`src/rtl/lbi_pkg.sv`:
```
// ==========================================================
// Local bus interface constants
package lbi_pkg;
  localparam int          LBI_DATA_W    = 32;  // Data lines
  localparam int          LBI_ADDR_W    = 30;  // Word address lines
  localparam int          LBI_BE_W      = 4;   // Byte lanes
  localparam int          LBI_HALF_W    = 16;  // Narrow bus width
  localparam int          LBI_CLK_DIV   = 2;   // Internal clock divide
  localparam int          LBI_SYNC_LEN  = 2;   // Pin synchroniser depth
  localparam logic [3:0]  LBI_LOW_LANES = 4'h3;
  localparam logic [3:0]  LBI_HI_LANES  = 4'hC;
  localparam logic [3:0]  LBI_BE_IDLE   = 4'hF;
  localparam logic        LBI_PH_RESET  = 1'b0;

  typedef enum logic [1:0] {
    LBI_IDLE,
    LBI_ADDR,
    LBI_WAIT,
    LBI_HELD
  } lbi_state_t;
endpackage
```
`src/rtl/lbi_local_bus.sv`:
```
`timescale 1ns/100ps
module lbi_local_bus
  import lbi_pkg::*;
#(
  parameter int DATA_W = LBI_DATA_W,
  parameter int ADDR_W = LBI_ADDR_W
) (
  input  wire logic              core_clk,             // Double rate clock
  input  wire logic              nrst,                 // Sync reset, low
  // Core request side
  input  wire logic              req_valid,            // Transfer request
  output logic                   req_ready,            // Request taken this cycle
  input  wire logic [ADDR_W-1:0] req_addr,             // Word address
  input  wire logic [3:0]        req_be,               // Lanes, active high
  input  wire logic              req_write,            // Write cycle
  input  wire logic              req_mem,              // Memory cycle
  input  wire logic              req_data,             // Data cycle
  input  wire logic              req_lock,             // Locked cycle
  input  wire logic [DATA_W-1:0] req_wdata,            // Write data
  output logic                   rsp_valid,            // Cycle done pulse
  output logic [DATA_W-1:0]      rsp_rdata,            // Read data
  output logic                   int_request,          // Maskable irq level
  output logic                   nmi_event,            // Nmi rising edge pulse
  output logic                   coproc_busy,          // Coprocessor occupied
  output logic                   coproc_fault,         // Coprocessor fault
  output logic                   coproc_want_xfer,     // Coprocessor wants data
  output logic                   proc_phase,           // Internal clock phase
  // Bus pins
  input  wire logic [DATA_W-1:0] data_lines_in,        // Data in
  output logic [DATA_W-1:0]      data_lines_out,       // Data out
  output logic                   data_lines_oe_n,      // Data drive, low on
  output logic [ADDR_W-1:0]      word_address,         // Address lines
  output logic [3:0]             byte_lane_en_n,       // Byte lanes, low
  output logic                   addr_valid_strobe_n,  // Address strobe
  output logic                   write_read,           // High for write
  output logic                   mem_io,               // High for memory
  output logic                   data_ctrl,            // High for data
  output logic                   lock_n,               // Locked cycle, low
  output logic                   bus_oe_n,             // Address/status drive
  input  wire logic              ready_n,              // Cycle completion
  input  wire logic              next_addr_req_n,      // Pipeline request
  input  wire logic              half_width_bus_n,     // 16-bit target
  input  wire logic              hold_req,             // Bus hold request
  output logic                   bus_release_grant,    // Hold acknowledge
  input  wire logic              maskable_irq,         // Maskable interrupt
  input  wire logic              nmi,                  // Non-maskable int
  input  wire logic              busy_n,               // Coproc busy
  input  wire logic              error_n,              // Coproc error
  input  wire logic              coproc_xfer_request   // Coproc request
);

  if (DATA_W != LBI_DATA_W || ADDR_W != LBI_ADDR_W) begin : g_bad
    $error("lbi_local_bus serves only 32 data and 30 address lines");
  end

  // ==========================================================
  // Input synchronisers
  localparam int NSYNC = 9;
  logic [NSYNC-1:0] pin_raw;
  logic [NSYNC-1:0] sync1;
  logic [NSYNC-1:0] sync2;
  assign pin_raw = {ready_n, next_addr_req_n, half_width_bus_n, hold_req,
                    maskable_irq, nmi, busy_n, error_n, coproc_xfer_request};

  // Bits land on every rising edge; timing of the pins is not trusted
  always_ff @(posedge core_clk) begin
    if (!nrst) begin
      // Idle levels, so no false coprocessor request follows reset
      sync1 <= {1'b1, 1'b1, 1'b1, 6'h06};
      sync2 <= {1'b1, 1'b1, 1'b1, 6'h06};
    end else begin
      sync1 <= pin_raw;
      sync2 <= sync1;
    end
  end

  logic rdy_s, na_s, half_width_bus_n_s, hold_s;
  assign rdy_s  = ~sync2[8];
  assign na_s   = ~sync2[7];
  assign half_width_bus_n_s = ~sync2[6];
  assign hold_s = sync2[5];

  // ==========================================================
  // Side pins toward the core
  logic nmi_last;
  always_ff @(posedge core_clk) begin
    if (!nrst) begin
      int_request      <= 1'b0;
      nmi_event        <= 1'b0;
      nmi_last         <= 1'b0;
      coproc_busy      <= 1'b0;
      coproc_fault     <= 1'b0;
      coproc_want_xfer <= 1'b0;
    end else begin
      int_request      <= sync2[4];
      nmi_last         <= sync2[3];
      nmi_event        <= sync2[3] & ~nmi_last;
      coproc_busy      <= ~sync2[2];
      coproc_fault     <= ~sync2[1];
      coproc_want_xfer <= sync2[0];
    end
  end

  // ==========================================================
  // Internal clock phase
  always_ff @(posedge core_clk) begin
    if (!nrst) begin
      proc_phase <= LBI_PH_RESET;
    end else begin
      proc_phase <= ~proc_phase;
    end
  end

  // ==========================================================
  // Bus cycle sequencer
  // Decisions happen only at the end of a processor clock (phase high).
  lbi_state_t        state;
  logic              hold_smp;
  logic              pipe_valid;
  logic              split;
  logic              cur_write;
  logic [DATA_W-1:0] cur_wdata;
  logic [3:0]        cur_be;
  logic [ADDR_W-1:0] cur_addr;
  logic              take;
  logic              wide_hi;
  logic              wide_lo;

  assign take    = req_valid & req_ready;
  assign wide_hi = |(cur_be & LBI_HI_LANES);
  assign wide_lo = |(cur_be & LBI_LOW_LANES);

  always_ff @(posedge core_clk) begin
    if (!nrst) begin
      hold_smp  <= 1'b0;
      req_ready <= 1'b0;
    end else if (!proc_phase) begin
      hold_smp  <= hold_s;
      // Open for one cycle, aligned to the deciding edge
      // No pipelining behind a narrow target: the split needs the current lanes
      req_ready <= (state == LBI_IDLE && !hold_s) ||
                   (state == LBI_WAIT && na_s && !half_width_bus_n_s && !pipe_valid && !split);
    end else begin
      req_ready <= 1'b0;
    end
  end

  always_ff @(posedge core_clk) begin
    if (!nrst) begin
      state               <= LBI_IDLE;
      pipe_valid          <= 1'b0;
      split               <= 1'b0;
      cur_write           <= 1'b0;
      cur_wdata           <= '0;
      cur_be              <= LBI_BE_IDLE;
      cur_addr            <= '0;
      word_address        <= '0;
      byte_lane_en_n      <= LBI_BE_IDLE;
      addr_valid_strobe_n <= 1'b1;
      write_read          <= 1'b0;
      mem_io              <= 1'b0;
      data_ctrl           <= 1'b0;
      lock_n              <= 1'b1;
      bus_oe_n            <= 1'b0;
      bus_release_grant   <= 1'b0;
      data_lines_oe_n     <= 1'b1;
      data_lines_out      <= '0;
      rsp_valid           <= 1'b0;
      rsp_rdata           <= '0;
    end else begin
      rsp_valid <= 1'b0;
      if (proc_phase) begin
        if (take) begin
          // Address and status out with the strobe
          word_address        <= req_addr;
          byte_lane_en_n      <= ~req_be;
          write_read          <= req_write;
          mem_io              <= req_mem;
          data_ctrl           <= req_data;
          lock_n              <= ~req_lock;
          addr_valid_strobe_n <= 1'b0;
        end else begin
          addr_valid_strobe_n <= 1'b1;
        end
        unique case (state)
          LBI_IDLE: begin
            if (take) begin
              state     <= LBI_ADDR;
              cur_write <= req_write;
              cur_wdata <= req_wdata;
              cur_be    <= req_be;
              cur_addr  <= req_addr;
            end else if (hold_smp) begin
              state             <= LBI_HELD;
              bus_oe_n          <= 1'b1;
              bus_release_grant <= 1'b1;
            end
          end
          LBI_ADDR: begin
            state           <= LBI_WAIT;
            data_lines_oe_n <= ~cur_write;
            data_lines_out  <= cur_wdata;
          end
          LBI_WAIT: begin
            if (take) begin
              pipe_valid <= 1'b1;
            end
            if (rdy_s) begin
              if (split) begin
                rsp_rdata[DATA_W-1:LBI_HALF_W] <= data_lines_in[LBI_HALF_W-1:0];
              end else begin
                rsp_rdata <= data_lines_in;
              end
              if (half_width_bus_n_s && !split && wide_hi && wide_lo) begin
                // Narrow target: extra cycle moves the upper half
                split               <= 1'b1;
                cur_be              <= cur_be & LBI_HI_LANES;
                byte_lane_en_n      <= ~(cur_be & LBI_HI_LANES);
                word_address        <= cur_addr;
                addr_valid_strobe_n <= 1'b0;
                data_lines_out      <= {cur_wdata[DATA_W-1:LBI_HALF_W],
                                        cur_wdata[DATA_W-1:LBI_HALF_W]};
                state               <= LBI_ADDR;
              end else begin
                split           <= 1'b0;
                rsp_valid       <= 1'b1;
                data_lines_oe_n <= 1'b1;
                if (half_width_bus_n_s && !split && wide_hi) begin
                  // Upper lanes only: data came on the low lines
                  rsp_rdata[DATA_W-1:LBI_HALF_W] <= data_lines_in[LBI_HALF_W-1:0];
                end
                if (pipe_valid || take) begin
                  pipe_valid <= 1'b0;
                  state      <= LBI_ADDR;
                end else begin
                  state <= LBI_IDLE;
                end
              end
            end
            if (take) begin
              // Held until the old cycle drains
              cur_write <= req_write;
              cur_wdata <= req_wdata;
              cur_be    <= req_be;
              cur_addr  <= req_addr;
            end
          end
          LBI_HELD: begin
            if (!hold_smp) begin
              state             <= LBI_IDLE;
              bus_oe_n          <= 1'b0;
              bus_release_grant <= 1'b0;
            end
          end
        endcase
      end
    end
  end

endmodule

```
`config.mk`:
```
export PLATFORM = sky130hd
export DESIGN_NAME = lbi_local_bus
export DESIGN_NICKNAME = d
export VERILOG_FILES = /design/src/rtl/lbi_pkg.sv /design/src/rtl/lbi_local_bus.sv
export SDC_FILE = /design/constraint.sdc
export NUM_CORES = 1
export LEC_CHECK = 0
export ABC_AREA = 1
export BUFFER_PORTS_ARGS = -buffer_cell sky130_fd_sc_hd__buf_2
export CAP_MARGIN = 10
export CORE_AREA = 4 4 129 131
export CTS_BUF_LIST = sky130_fd_sc_hd__clkbuf_16
export DETAILED_ROUTE_END_ITERATION = 10
export DIE_AREA = 0 0 133 135
export GPL_TIMING_DRIVEN = 0
export PLACE_DENSITY = 0.79
export SETUP_SLACK_MARGIN = 0.4
export SLEW_MARGIN = 15
export SYNTH_ARGS = -nofsm -noshare
export SYNTH_HDL_FRONTEND = slang
export SYNTH_SLANG_ARGS = --single-unit
```
`constraint.sdc`:
```
create_clock -name core_clk -period 1.9 [get_ports core_clk]
set_clock_uncertainty 0.15 [all_clocks]
set_input_delay 0.285 -clock core_clk [delete_from_list [all_inputs] [get_ports core_clk]]
set_output_delay 0.285 -clock core_clk [all_outputs]
set_load 0.01 [all_outputs]
```
**After elaboration in Yosys (flattened, before gate mapping)**

Index checks and enable logic that the tools add are counted.
W data, S select, Z words.

- Flip-flop bits (word level): 204
- Input port bits: 114

- Equality and inequality tests: 14
- Muxes and demuxes: 43
- Bitwise logic cells: 16
- Reduce and logical (&&, ||, !) cells: 33

Operators with widths:

| cell | count |
|---|---|
| $mux W30 | 4 |
| $mux W32 | 2 |
| $pmux W32 S2 | 1 |
| $mux W16 | 3 |
| $mux W4 | 6 |
| $reduce_and A4 Y1 | 5 |
| $mux W1 | 17 |
| $ne A2 B2 Y1 const B | 7 |
| $mux W2 | 6 |
| $not A1 Y1 | 12 |
| $reduce_and A5 Y1 | 2 |
| $logic_and A1 B1 Y1 | 8 |
| $not A4 Y4 | 2 |
| $pmux W2 S4 | 1 |
| $pmux W4 S2 | 1 |
| $reduce_or A2 Y1 | 4 |
| $ne A3 B3 Y1 const B | 2 |
| $reduce_and A3 Y1 | 2 |
| $reduce_bool A2 Y1 | 3 |
| $eq A2 B2 Y1 const B | 2 |
| $pmux W1 S2 | 2 |
| $reduce_and A2 Y1 | 2 |
| $reduce_or A4 Y1 | 1 |
| $logic_not A1 Y1 | 3 |
| 6 further kinds | 8 |

**Logic depth before layout (Yosys ltp)**

Gate-level depths: netlist of run 1.

- Depth after elaboration: 8
- Mapped depth: 10
- Mapped depth without buffers: 9

**Worst setup path after synthesis of run 1**

OpenSTA, ideal clock, no wires.

- Path kind: register to register
- Start: register proc_phase
- End: register cur_wdata[12]
- Setup time: 0.116 ns
- Data arrival time: 1.439 ns
- Data required time: 1.634 ns
- Path slack: 0.196 ns
- Cell stages (with the launch flop): 9
- Path buffers: 3
- Clock period less this slack: 1.704 ns
- Path through: dfxtp_1 -> buf_2 -> inv_2 -> nor2_2 -> nand2_1 -> buf_2 -> clkbuf_1 -> o21ai_0 -> nor2_1

- Longest elaborated chain between the ends: 1

Ends and longest elaborated chain:

| item | RTL line | RTL |
|---|---|---|
| start: declaration | lbi_local_bus.sv:27 | `output logic proc_phase,` |
| start signal: assignment | lbi_local_bus.sv:110 | `proc_phase <= ~proc_phase;` |
| $reduce_and A3 Y1 (no source line) | - |  |
| end signal: assignment | lbi_local_bus.sv:190 | `cur_wdata <= req_wdata;` |
| end signal: assignment | lbi_local_bus.sv:243 | `cur_wdata <= req_wdata;` |
| end: declaration | lbi_local_bus.sv:122 | `logic [DATA_W-1:0] cur_wdata;` |

No other way between the ends.
A chain may end at the register's enable or synchronous reset.

**Final worst setup path of run 1**

- Start: register state[1]
- End: register word_address[10]

- Longest elaborated chain between the ends: 2

Ends and longest elaborated chain:

| item | RTL line | RTL |
|---|---|---|
| start: declaration | lbi_local_bus.sv:117 | `lbi_state_t state;` |
| start signal: assignment | lbi_local_bus.sv:150 | `state <= LBI_IDLE;` |
| start signal: assignment | lbi_local_bus.sv:188 | `state <= LBI_ADDR;` |
| start signal: assignment | lbi_local_bus.sv:194 | `state <= LBI_HELD;` |
| $eq A2 B2 Y1 | lbi_local_bus.sv:185 | `unique case (state)` |
| $mux W30 | lbi_local_bus.sv:185 |  |
| end signal: assignment | lbi_local_bus.sv:175 | `word_address <= req_addr;` |
| end signal: assignment | lbi_local_bus.sv:219 | `word_address <= cur_addr;` |
| end: declaration | lbi_local_bus.sv:32 | `output logic [ADDR_W-1:0] word_address,` |

No other way between the ends.

==> flow_summary.ini, run 1 <==
[routing]
drt-initial-drc-count = 937
dr.pass1.iters = 6
drcViolationCount = 0
vias_per_cell = 5.548
drtAntennaViolNets = 0
dr_total_vias = 9587
wl_mm = 32.04
wl_per_cell_um = 18.54

[logic_synthesis]
syn_nets = 1202
synth_top_family_by_area = simple AND/OR/NAND/NOR gates
postSynthCellCount = 1088
synth_warnings = 0
avgSynthCellArea_um2 = 7.339
synthAdderAreaFrac_pct = 0
synth-compound-area-share_pct = 16.08
synth_simple_gate_area_share_pct = 25.32
syn_area_mm2 = 0.007985
ys_seq_elements = 204
synth_xor_area_share_pct = 0
ys_types = 24
ys_seq_area_share_pct = 51.14
synth_mux_area_share_pct = 0

[power]
power_switching_w = 0.002752
seqPwrFrac_pct = 44.4
pwr-share-comb_pct = 15.8
clockPowerShare_pct = 39.8
switching_share_pct = 26.76
power.internal_w = 0.007530
powerDensity_mw_per_mm2 = 785.1
peakVddDrop_uv = 740.0
p_leak_nw = 5.989

[floorplanning]
die_h_um = 135
design.die.area_mm2 = 0.01796
boundaryPins = 228
core-area_mm2 = 0.01560
die_w_um = 133
start_util_pct = 51.20
placementRows = 46

[sta]
timing.fmax_mhz = 574.3
maxSlewHeadroom_pct = 49.55
setup_viol = 0
finalMaxSlewViolations = 0
layout_min_cycle_time_ns = 1.741
tightestPinTransition_ns = 0.7568
holdWs_ns = 0.1691
rsz0062_at_grt = yes
hold_violations = 0
fin_crit_sh_pct = 91.64

[grt]
grt-busiest-layer = met2
use_met3_pct = 5.328
grt.total_usage_pct = 29.80
antenna_found_initial = 0
grt_pass1_wl_mm = 43.59
overflow = 0
grt.met1_usage_pct = 35.92
grt_max_degree = 14
use_met2_pct = 52.00
grt_pass1_vias = 8614

[clock_tree]
worstSkewPairLatency_ns = 0.51
clk_pin_slew_ns = 0.06
htreeDepth = 1
cts_buffers = 22
clock_path_buffers = 3
cts_tree = yes
cts.sinks = 204
cts-root-buf = clkbuf_16

[worst_hold_path]
hp-class = in2reg

[critical_path]
critPathKind = reg2reg
path_buf_inv = 4
path_cells = buf_6, nand2_4, buf_8, nor3_4, nand2_4, clkinv_8, buf_8, nor2_1, a21oi_1, nor2_1
cp.required_ns = 2.14
critPathMaxStageDelay_ns = 0.32
cpMaxStageDelayCell = dfxtp_2
arrival_ns = 1.99
reg2reg_setup_slack_ns = 0.16
endpoint_kind = flip-flop
cp_top_family = simple AND/OR/NAND/NOR gates
crit_fanout = 6
start_kind = flip-flop

[layout]
drive_gt1_share_pct = 38.69
final_cells = 1728
areaGrowthSynthToFinish_pct = 64.01
antennaDiodeCount = 0
fin_nets = 1612

[placement]
portBuffers = 227
place_inst = 1531
place_hpwl_mm = 16.92
finalWeightedCongestion = 0.8860

[run]
maxCapViolCount = 0

[status]
outcome = finished, final reports clean
==> cell usage in the layout (no fill, tap or decap), drive strengths merged <==
cell type and instances:
nand3 55, bufinv 1, buf 311, nand3b 17
a21oi 113, o21ai 139, clkinv 10, nor3 2
or2 11, nand2 139, inv 71, clkinvlp 1
dlygate4sd3 111, nor2 259, o211ai 2, nand4 3
a21boi 1, dfxtp 204, clkbuf 62
==> power by group through the flow <==
| stage | logic, W | registers [W] | clock network (W) |
|---|---|---|---|
| after floorplan | 0.000554 | 0.00467 | 0 |
| after global placement | 0.000988 | 0.00463 | 0 |
| after global routing | 0.00172 | 0.00458 | 0.00429 |
| final | 0.00162 | 0.00457 | 0.00409 |
| after CTS | 0.00134 | 0.00455 | 0.00410 |
| after detailed placement | 0.000998 | 0.00464 | 0 |
==> registers in the layout (all words and copies together) (netlist names), 2 cells and up <==
signal	count
cur_addr	30
byte_lane_en_n	4
state	2
sync2	9
word_address	30
sync1	9
data_lines_out	32
cur_wdata	32
cur_be	4
rsp_rdata	32
==> final cells by class <==
cell class,count,area (µm²)
Sequential cell,204,4099
Multi-Input combinational cell,741,4178
Timing Repair inverter,1,8.758
Timing Repair Buffer,384,2831
Tap cell,216,270.3
Clock inverter,15,100.1
Buffer,77,739.5
Fill cell,852,2501
Inverter,67,294.0
Clock buffer,23,575.6
==> cell families after synthesis <==
| group | Yosys count |
|---|---|
| AO/OA/AOI/OAI | 255 |
| buffers and inverters | 144 |
| flip-flops | 204 |
| AND/OR/NAND/NOR | 485 |
==> repair_timing <==
| item | CTS | global route |
|---|---|---|
| gates cloned | 8 | 9 |
| endpoints found under the setup margin | 188 | 175 |
| pin swaps | 20 | 61 |
| hold buffers | 111 | 0 |
| resized for setup | 187 | 279 |
| setup buffers | 24 | 7 |
| hold endpoints to repair | 121 | 0 |
==> through the flow <==
| stage | util (%) | setup slack [ns] | power (W) | TNS, ns | instance area, µm² |
|---|---|---|---|---|---|
| global route | 83.96 | 0.1040 | 0.01059 | 0 | 13100 |
| CTS | 77.18 | 0.2185 | 0.009986 | 0 | 12040 |
| floorplan | - | 0.2943 | 0.005228 | 0 | 8055 |
| global placement | 60.66 | -0.4598 | 0.005620 | -17.87 | 9462 |
| finish | 83.96 | 0.1588 | 0.01028 | 0 | 13100 |
| detailed placement | 60.66 | -0.5262 | 0.005636 | -22.21 | 9462 |
==> per-layer routing <==
metal  up-vias  share of wire [%]
li1       4329                  -
met1      4505                 37
met2       596                 50
met3       157                7.9
met4         0                5.1
met5         -                  0
==> worst min-delay path: stages <==
cell and delay (ns):
buf_2 0.08, inv_1 0.04, clkbuf_1 0.20, nor2_1 0.16
==> cells in the mapped netlist, drive strengths merged <==
master | number | area [µm²]
nor2 | 259 | 984.7
dfxtp | 204 | 4084
o21ai | 139 | 695.7
nand2 | 138 | 525.5
a21oi | 113 | 565.5
inv | 67 | 251.5
nand3 | 55 | 275.3
clkbuf | 49 | 183.9
buf | 28 | 160.1
nand3b | 17 | 127.6
or2 | 11 | 68.82
nand4 | 3 | 18.77
nor3 | 2 | 21.27
o211ai | 2 | 15.01
a21boi | 1 | 7.510
==> worst paths after layout <==
kind | from | endpoint | cells after the start
worst max-delay path | state[1] | word_address[10] | 10
worst min-delay path | nrst | proc_phase | 4
worst max register to register | state[1] | word_address[10] | 10
worst min register to register | nmi_last | nmi_event | 1
Note: power is estimated with default switching activity, not from simulation.
==> inputs of run 2 (changes only) <==
--- a/config.mk
+++ b/config.mk
@@ -8,10 +8,10 @@
 export ABC_AREA = 1
 export BUFFER_PORTS_ARGS = -buffer_cell sky130_fd_sc_hd__buf_2
 export CAP_MARGIN = 10
-export CORE_AREA = 4 4 129 131
+export CORE_AREA = 4 4 119 143
 export CTS_BUF_LIST = sky130_fd_sc_hd__clkbuf_16
 export DETAILED_ROUTE_END_ITERATION = 10
-export DIE_AREA = 0 0 133 135
+export DIE_AREA = 0 0 123 147
 export GPL_TIMING_DRIVEN = 0
 export PLACE_DENSITY = 0.79
 export SETUP_SLACK_MARGIN = 0.4
==> run 2 against run 1 <==
  * Sequential power is essentially flat
  * Register-to-register slack lost 0.09 ns
  * Hold slack gained 0.018 ns
  * Sequential share of layout area shrank 1.2 points
  * Clock power shrank 5%
  * Total power grew 0.78%
  * Final cell count grew 0.46%
  * Non-clock buffer count grew 18
  * Largest power group unchanged
  * Highest routed layer is now met5
  * Fmax shrank 5.5%
  * Sequential cell count is the same
  * Worst setup slack lost 0.10 ns
  * Routed wire length grew 18%
==> flow_summary.ini, run 2 (synthesized netlist as in run 1, its figures left out) <==
[floorplanning]
start_util_pct = 51.26
core-area_mm2 = 0.01558
die_h_um = 147
placementRows = 50
boundaryPins = 228
die_w_um = 123
design.die.area_mm2 = 0.01808

[placement]
portBuffers = 227
finalWeightedCongestion = 0.9266
dpl_cell_area_mm2 = 0.009452
place_inst = 1523
place_hpwl_mm = 17.72

[power]
seqPwrFrac_pct = 44.2
powerDensity_mw_per_mm2 = 761.9
pwr-share-comb_pct = 18.2
clockPowerShare_pct = 37.6
total_power_w = 0.01036
power.internal_w = 0.007461
p_leak_nw = 6.153
power_switching_w = 0.002901
switching_share_pct = 27.99
peakVddDrop_uv = 789.4

[clock_tree]
clk_pin_slew_ns = 0.06
worstSkewPairLatency_ns = 0.50
cts_tree = yes
cts-root-buf = clkbuf_16
htreeDepth = 1
clock_path_buffers = 3
cts_buffers = 21
cts.sinks = 204

[layout]
antennaDiodeCount = 0
multiInputGateArea_mm2 = 0.004487
final_cells = 1736
fillers = 666
top_regs = cur_wdata x32, data_lines_out x32, rsp_rdata x32
final_area_mm2 = 0.01360
fin_nets = 1629
drive_gt1_share_pct = 42.93
most-common-layout-cells = 228 x buf_2, 197 x dfxtp_1, 186 x nor2_1
final_common_cell = buf_2
seqCellArea_mm2 = 0.004095
areaGrowthSynthToFinish_pct = 70.31

[run]
maxCapViolCount = 0

[sta]
timing.fmax_mhz = 542.6
setup_viol = 0
maxSlewHeadroom_pct = 29.84
hold_violations = 0
layout_min_cycle_time_ns = 1.843
tightestPinTransition_ns = 1.052
holdWs_ns = 0.1875
finalMaxSlewViolations = 0
fin_crit_sh_pct = 97.00
rsz0062_at_grt = yes

[critical_path]
arrival_ns = 2.11
cp.required_ns = 2.16
r2r-start = state[1]
start_kind = input port
endpoint_kind = flip-flop
r2r_cells = 10
crit_fanout = 10
critPathKind = in2reg
reg2reg_setup_slack_ns = 0.07
r2r-end = rsp_rdata[30]

[routing]
dr_total_vias = 10340
wl_mm = 37.97
drcViolationCount = 0
drt-initial-drc-count = 1237
dr.pass1.iters = 7
drtAntennaViolNets = 0
wl_per_cell_um = 21.87
vias_per_cell = 5.953

[grt]
grt_pass1_vias = 9462
grt_max_degree = 15
antenna_found_initial = 1
overflow = 0
grt.total_usage_pct = 33.07
grt_pass1_wl_mm = 47.85

[worst_hold_path]
hp-class = in2reg
hold-path-endpoint = proc_phase
worstHoldPathCells = 4
hp-start = nrst

[status]
outcome = finished, final reports clean
-- run 2: power groups by stage --
stage,Combinational (W),Clock (W),Sequential (W)
6_report,0.00188,0.00390,0.00459
5_1_grt,0.00197,0.00406,0.00459
3_5_place_dp,0.00101,0,0.00464
4_1_cts,0.00148,0.00384,0.00455
2_1_floorplan,0.000554,0,0.00467
3_3_place_gp,0.000994,0,0.00463
-- run 2: area by class of cell --
| cell class | count | area share [%] |
|---|---|---|
| inverters | 67 | 2.144 |
| repair buffers | 402 | 22.34 |
| multi-input cells | 741 | 32.99 |
| clock buffers | 21 | 3.864 |
| flip-flops and latches | 204 | 30.11 |
| repair inverters | 1 | 0.1196 |
| well taps | 208 | 1.914 |
| plain buffers | 77 | 5.824 |
| clock inverters | 15 | 0.6900 |
-- run 2: metrics by stage --
step | worst slack [ns] | utilization, % | setup TNS (ns)
6_report | 0.05705 | 87.30 | 0
5_1_grt | 0.05549 | 87.30 | 0
4_1_cts | 0.2047 | 79.32 | 0
3_5_place_dp | -0.4229 | 60.67 | -22.98
3_3_place_gp | -0.4002 | 60.67 | -20.94
2_1_floorplan | 0.2943 | - | 0
-- run 2: timing repair --
action                                 in CTS  in global routing
pin swaps                                  22                 72
setup endpoints to repair                 187                180
resized for setup                         238                335
setup buffers                              31                 10
hold buffers                              110                  0
endpoints found under the hold margin     114                  0
cloned                                     21                  5
-- run 2: per-layer routing --
metal | vias up | wire (µm) | GRT usage, %
li1 | 4372 | - | -
met1 | 4800 | 12230 | 36.20
met5 | - | 13 | 0
met4 | 2 | 3386 | 17.62
met2 | 873 | 18370 | 59.23
met3 | 288 | 3959 | 6.546
-- run 2: worst max-delay path: stages --
cell	delay, ns
buf_2	0.11
clkbuf_2	0.34
clkbuf_1	0.82
o21ai_0	0.31
a21oi_1	0.24
-- run 2: worst max path at each step --
| stage | slack [ns] | endpoint | cells past startpoint | start |
|---|---|---|---|---|
| floorplan | 0.29 | word_address[0] | 10 | state[0] |
| global placement | -0.40 | addr_valid_strobe_n | 5 | nrst |
| detailed placement | -0.42 | cur_wdata[2] | 6 | nrst |
| CTS | 0.20 | word_address[16] | 10 | state[0] |
| global route | 0.06 | rsp_rdata[25] | 10 | sync2[6] |
| finish | 0.06 | hold_smp | 5 | nrst |
==> inputs of run 3 (changes only) <==
--- a/config.mk
+++ b/config.mk
@@ -5,15 +5,14 @@
 export SDC_FILE = /design/constraint.sdc
 export NUM_CORES = 1
 export LEC_CHECK = 0
-export ABC_AREA = 1
-export BUFFER_PORTS_ARGS = -buffer_cell sky130_fd_sc_hd__buf_2
 export CAP_MARGIN = 10
-export CORE_AREA = 4 4 119 143
+export CORE_AREA = 4 4 116 140
 export CTS_BUF_LIST = sky130_fd_sc_hd__clkbuf_16
 export DETAILED_ROUTE_END_ITERATION = 10
-export DIE_AREA = 0 0 123 147
+export DIE_AREA = 0 0 120 144
+export DONT_BUFFER_PORTS = 1
 export GPL_TIMING_DRIVEN = 0
-export PLACE_DENSITY = 0.79
+export PLACE_DENSITY = 0.69
 export SETUP_SLACK_MARGIN = 0.4
 export SLEW_MARGIN = 15
 export SYNTH_ARGS = -nofsm -noshare
==> run 3 against run 2 <==
  * The run now ends with DRC, setup timing left
  * Sequential cell count did not move
  * Sequential share of layout area up 2.2 points
  * Design area is 6.5% lower
  * Sequential power down 2%
  * Area after synthesis grew 0.13%
  * Utilization decreased by 1.9 points
  * Die area fell by 4.4%
  * Fmax is 4.1% lower
  * Largest power group unchanged
  * Hold slack got worse by 0.17 ns
  * Register-to-register slack lost 0.09 ns
  * Clock power decreased by 6.2%
  * Clock-buffer cell count stayed put
==> flow_summary.ini, run 3 <==
[critical_path]
r2r_cells = 8
crit_fanout = 10
cp_top_family = buffers and inverters
start_kind = flip-flop
endpoint_kind = flip-flop
cp.required_ns = 2.09
arrival_ns = 2.11
cp_num_cells = 8
cpMaxStageDelayCell = dfxtp_4
path_buf_inv = 4
path_cells = buf_8, nor4bb_1, buf_4, nand2b_1, clkbuf_8, buf_6, nand2_1, a21oi_1
critPathMaxStageDelay_ns = 0.38
critPathKind = reg2reg

[sta]
rsz0062_at_grt = yes
fin_crit_sh_pct = 101.2
setup_viol = 3
finalMaxSlewViolations = 0
tightestPinTransition_ns = 0.8996
hold_violations = 0
layout_min_cycle_time_ns = 1.922
setup_slack_ns = -0.02241
maxSlewHeadroom_pct = 40.03
timing.fmax_mhz = 520.2

[logic_synthesis]
synth_top_area_cell = dfxtp_1
synth_top_area_share_pct = 51.08
ys_seq_area_share_pct = 51.08
postSynthCellCount = 903
synth.most_common_cell = nand2_1
synth_warnings = 0
avgSynthCellArea_um2 = 8.854
async_reset_ff_share_pct = 0
synthFlopType = dfxtp_1
syn_nets = 1017
synth_area_leaders = dfxtp_1 51%, nand2_1 9.9%, a21oi_1 5.5%
synth_edf_count = 0
syn_area_mm2 = 0.007995
ys_seq_elements = 204
ys_types = 52
yosys-top-cells-count = 211 x nand2_1, 204 x dfxtp_1, 88 x a21oi_1

[floorplanning]
placementRows = 49
die_w_um = 120
boundaryPins = 228
start_util_pct = 53.67
design.die.area_mm2 = 0.01728
die_h_um = 144
core-area_mm2 = 0.01490

[routing]
dr.pass1.iters = 10
wl_mm = 32.85
vias_per_cell = 6.362
dr_total_vias = 8385
drt-initial-drc-count = 740
drtAntennaViolNets = 0
drcViolationCount = 1
wl_per_cell_um = 24.93

[clock_tree]
clk_pin_slew_ns = 0.06
cts.sinks = 204
htreeDepth = 1
worstSkewPairLatency_ns = 0.49
cts-root-buf = clkbuf_16
clock_path_buffers = 3
cts_tree = yes
cts_buffers = 20

[grt]
grt.total_usage_pct = 30.45
grt_pass1_wl_mm = 42.51
grt_max_degree = 15
grt_pass1_vias = 7958
antenna_found_initial = 1
overflow = 0

[placement]
place_hpwl_mm = 17.73
dpl_cell_area_mm2 = 0.008484
portBuffers = 0
finalWeightedCongestion = 0.8605

[layout]
most-common-layout-cells = 196 x dfxtp_1, 122 x nand2_1, 114 x dlygate4sd3_1
areaGrowthSynthToFinish_pct = 59.04
drive_gt1_share_pct = 33.42
multiInputGateArea_mm2 = 0.004827
seqCellArea_mm2 = 0.004104
final_area_mm2 = 0.01272
top_regs = cur_wdata x32, data_lines_out x32, rsp_rdata x32
final_common_cell = dfxtp_1
fin_nets = 1214
fillers = 748

[worst_hold_path]
hp-class = in2reg
worstHoldPathCells = 2

[status]
outcome = finished, violations left
violations = DRC, setup timing

[run]
maxCapViolCount = 0

[power]
total_power_w = 0.009330
p_leak_nw = 4.978
peakVddDrop_uv = 695.3
powerDensity_mw_per_mm2 = 733.7
-- run 3: power by group --
group	internal, W	total [W]	leakage, nW	switching, W
combinational	0.000563	0.00115	3.00	0.000588
sequential	0.00439	0.00452	1.65	0.000137
clock	0.00199	0.00366	0.319	0.00167
total	0.00694	0.00933	4.98	0.00239
-- run 3: layer usage --
layer / GRT usage, % / wire length (µm) / vias to the layer above
met5: 0 / 0 / -
met4: 9.710 / 1799 / 0
met3: 7.864 / 3134 / 160
met2: 55.68 / 16680 / 570
met1: 34.84 / 11240 / 4044
li1: - / - / 3611
-- run 3: timing repair --
item,CTS,global route
endpoints found under the setup margin,179,179
resized for setup,106,347
hold buffers,114,0
hold endpoints to repair,145,0
setup buffers,27,16
gates cloned,7,11
pin swaps,25,117
-- run 3: final cells by class --
class / count / area share, %
diodes: 1 / 0.01968
plain buffers: 84 / 6.740
clock buffers: 21 / 4.133
clock inverters: 14 / 0.4625
inverters: 4 / 0.1181
multi-input cells: 611 / 37.96
flip-flops and latches: 204 / 32.27
well taps: 204 / 2.007
repair buffers: 175 / 16.28
-- run 3: per-stage QoR --
stage          setup WS [ns]  TNS [ns]  util [%]  instances  hold WS (ns)
6_report            -0.02241  -0.02823     85.35       1318       0.01318
4_1_cts              0.02949         0     74.44       1290      0.002318
3_3_place_gp        -0.08537    -2.942     56.95       1107        0.2154
3_5_place_dp         -0.1736    -6.263     56.95       1107        0.2225
5_1_grt             -0.08403   -0.7958     85.35       1318       0.01182
2_1_floorplan         0.2485         0         -        903        0.2127
-- run 3: kinds of logic (layout without fill, tap and decap cells) --
kind of cell | Yosys count | in the layout | synth area share [%]
DFF | 204 | 204 | 51.08
muxes | 18 | 18 | 2.253
other | 0 | 1 | 0
AOI/OAI and AO/OA | 271 | 271 | 24.63
and+or+nand+nor | 322 | 322 | 17.12
buffers and inverters | 88 | 298 | 4.914
-- run 3: final timing paths --
kind | end | from | slack, ns
worst max-delay path | rsp_rdata[15] | proc_phase | -0.02
worst min-delay path | sync2[8] | nrst | 0.01
worst max register to register | rsp_rdata[15] | proc_phase | -0.02
worst min register to register | coproc_fault | sync2[1] | 0.23
-- run 3: worst reg2reg max path, delay by kind of cell, from the launching register on --
| kind | cells | cell delay, ns |
|---|---|---|
| buffers and inverters | 4 | 0.68 |
| AOI/OAI and AO/OA | 1 | 0.07 |
| and+or+nand+nor | 3 | 0.49 |
| DFF | 1 | 0.38 |
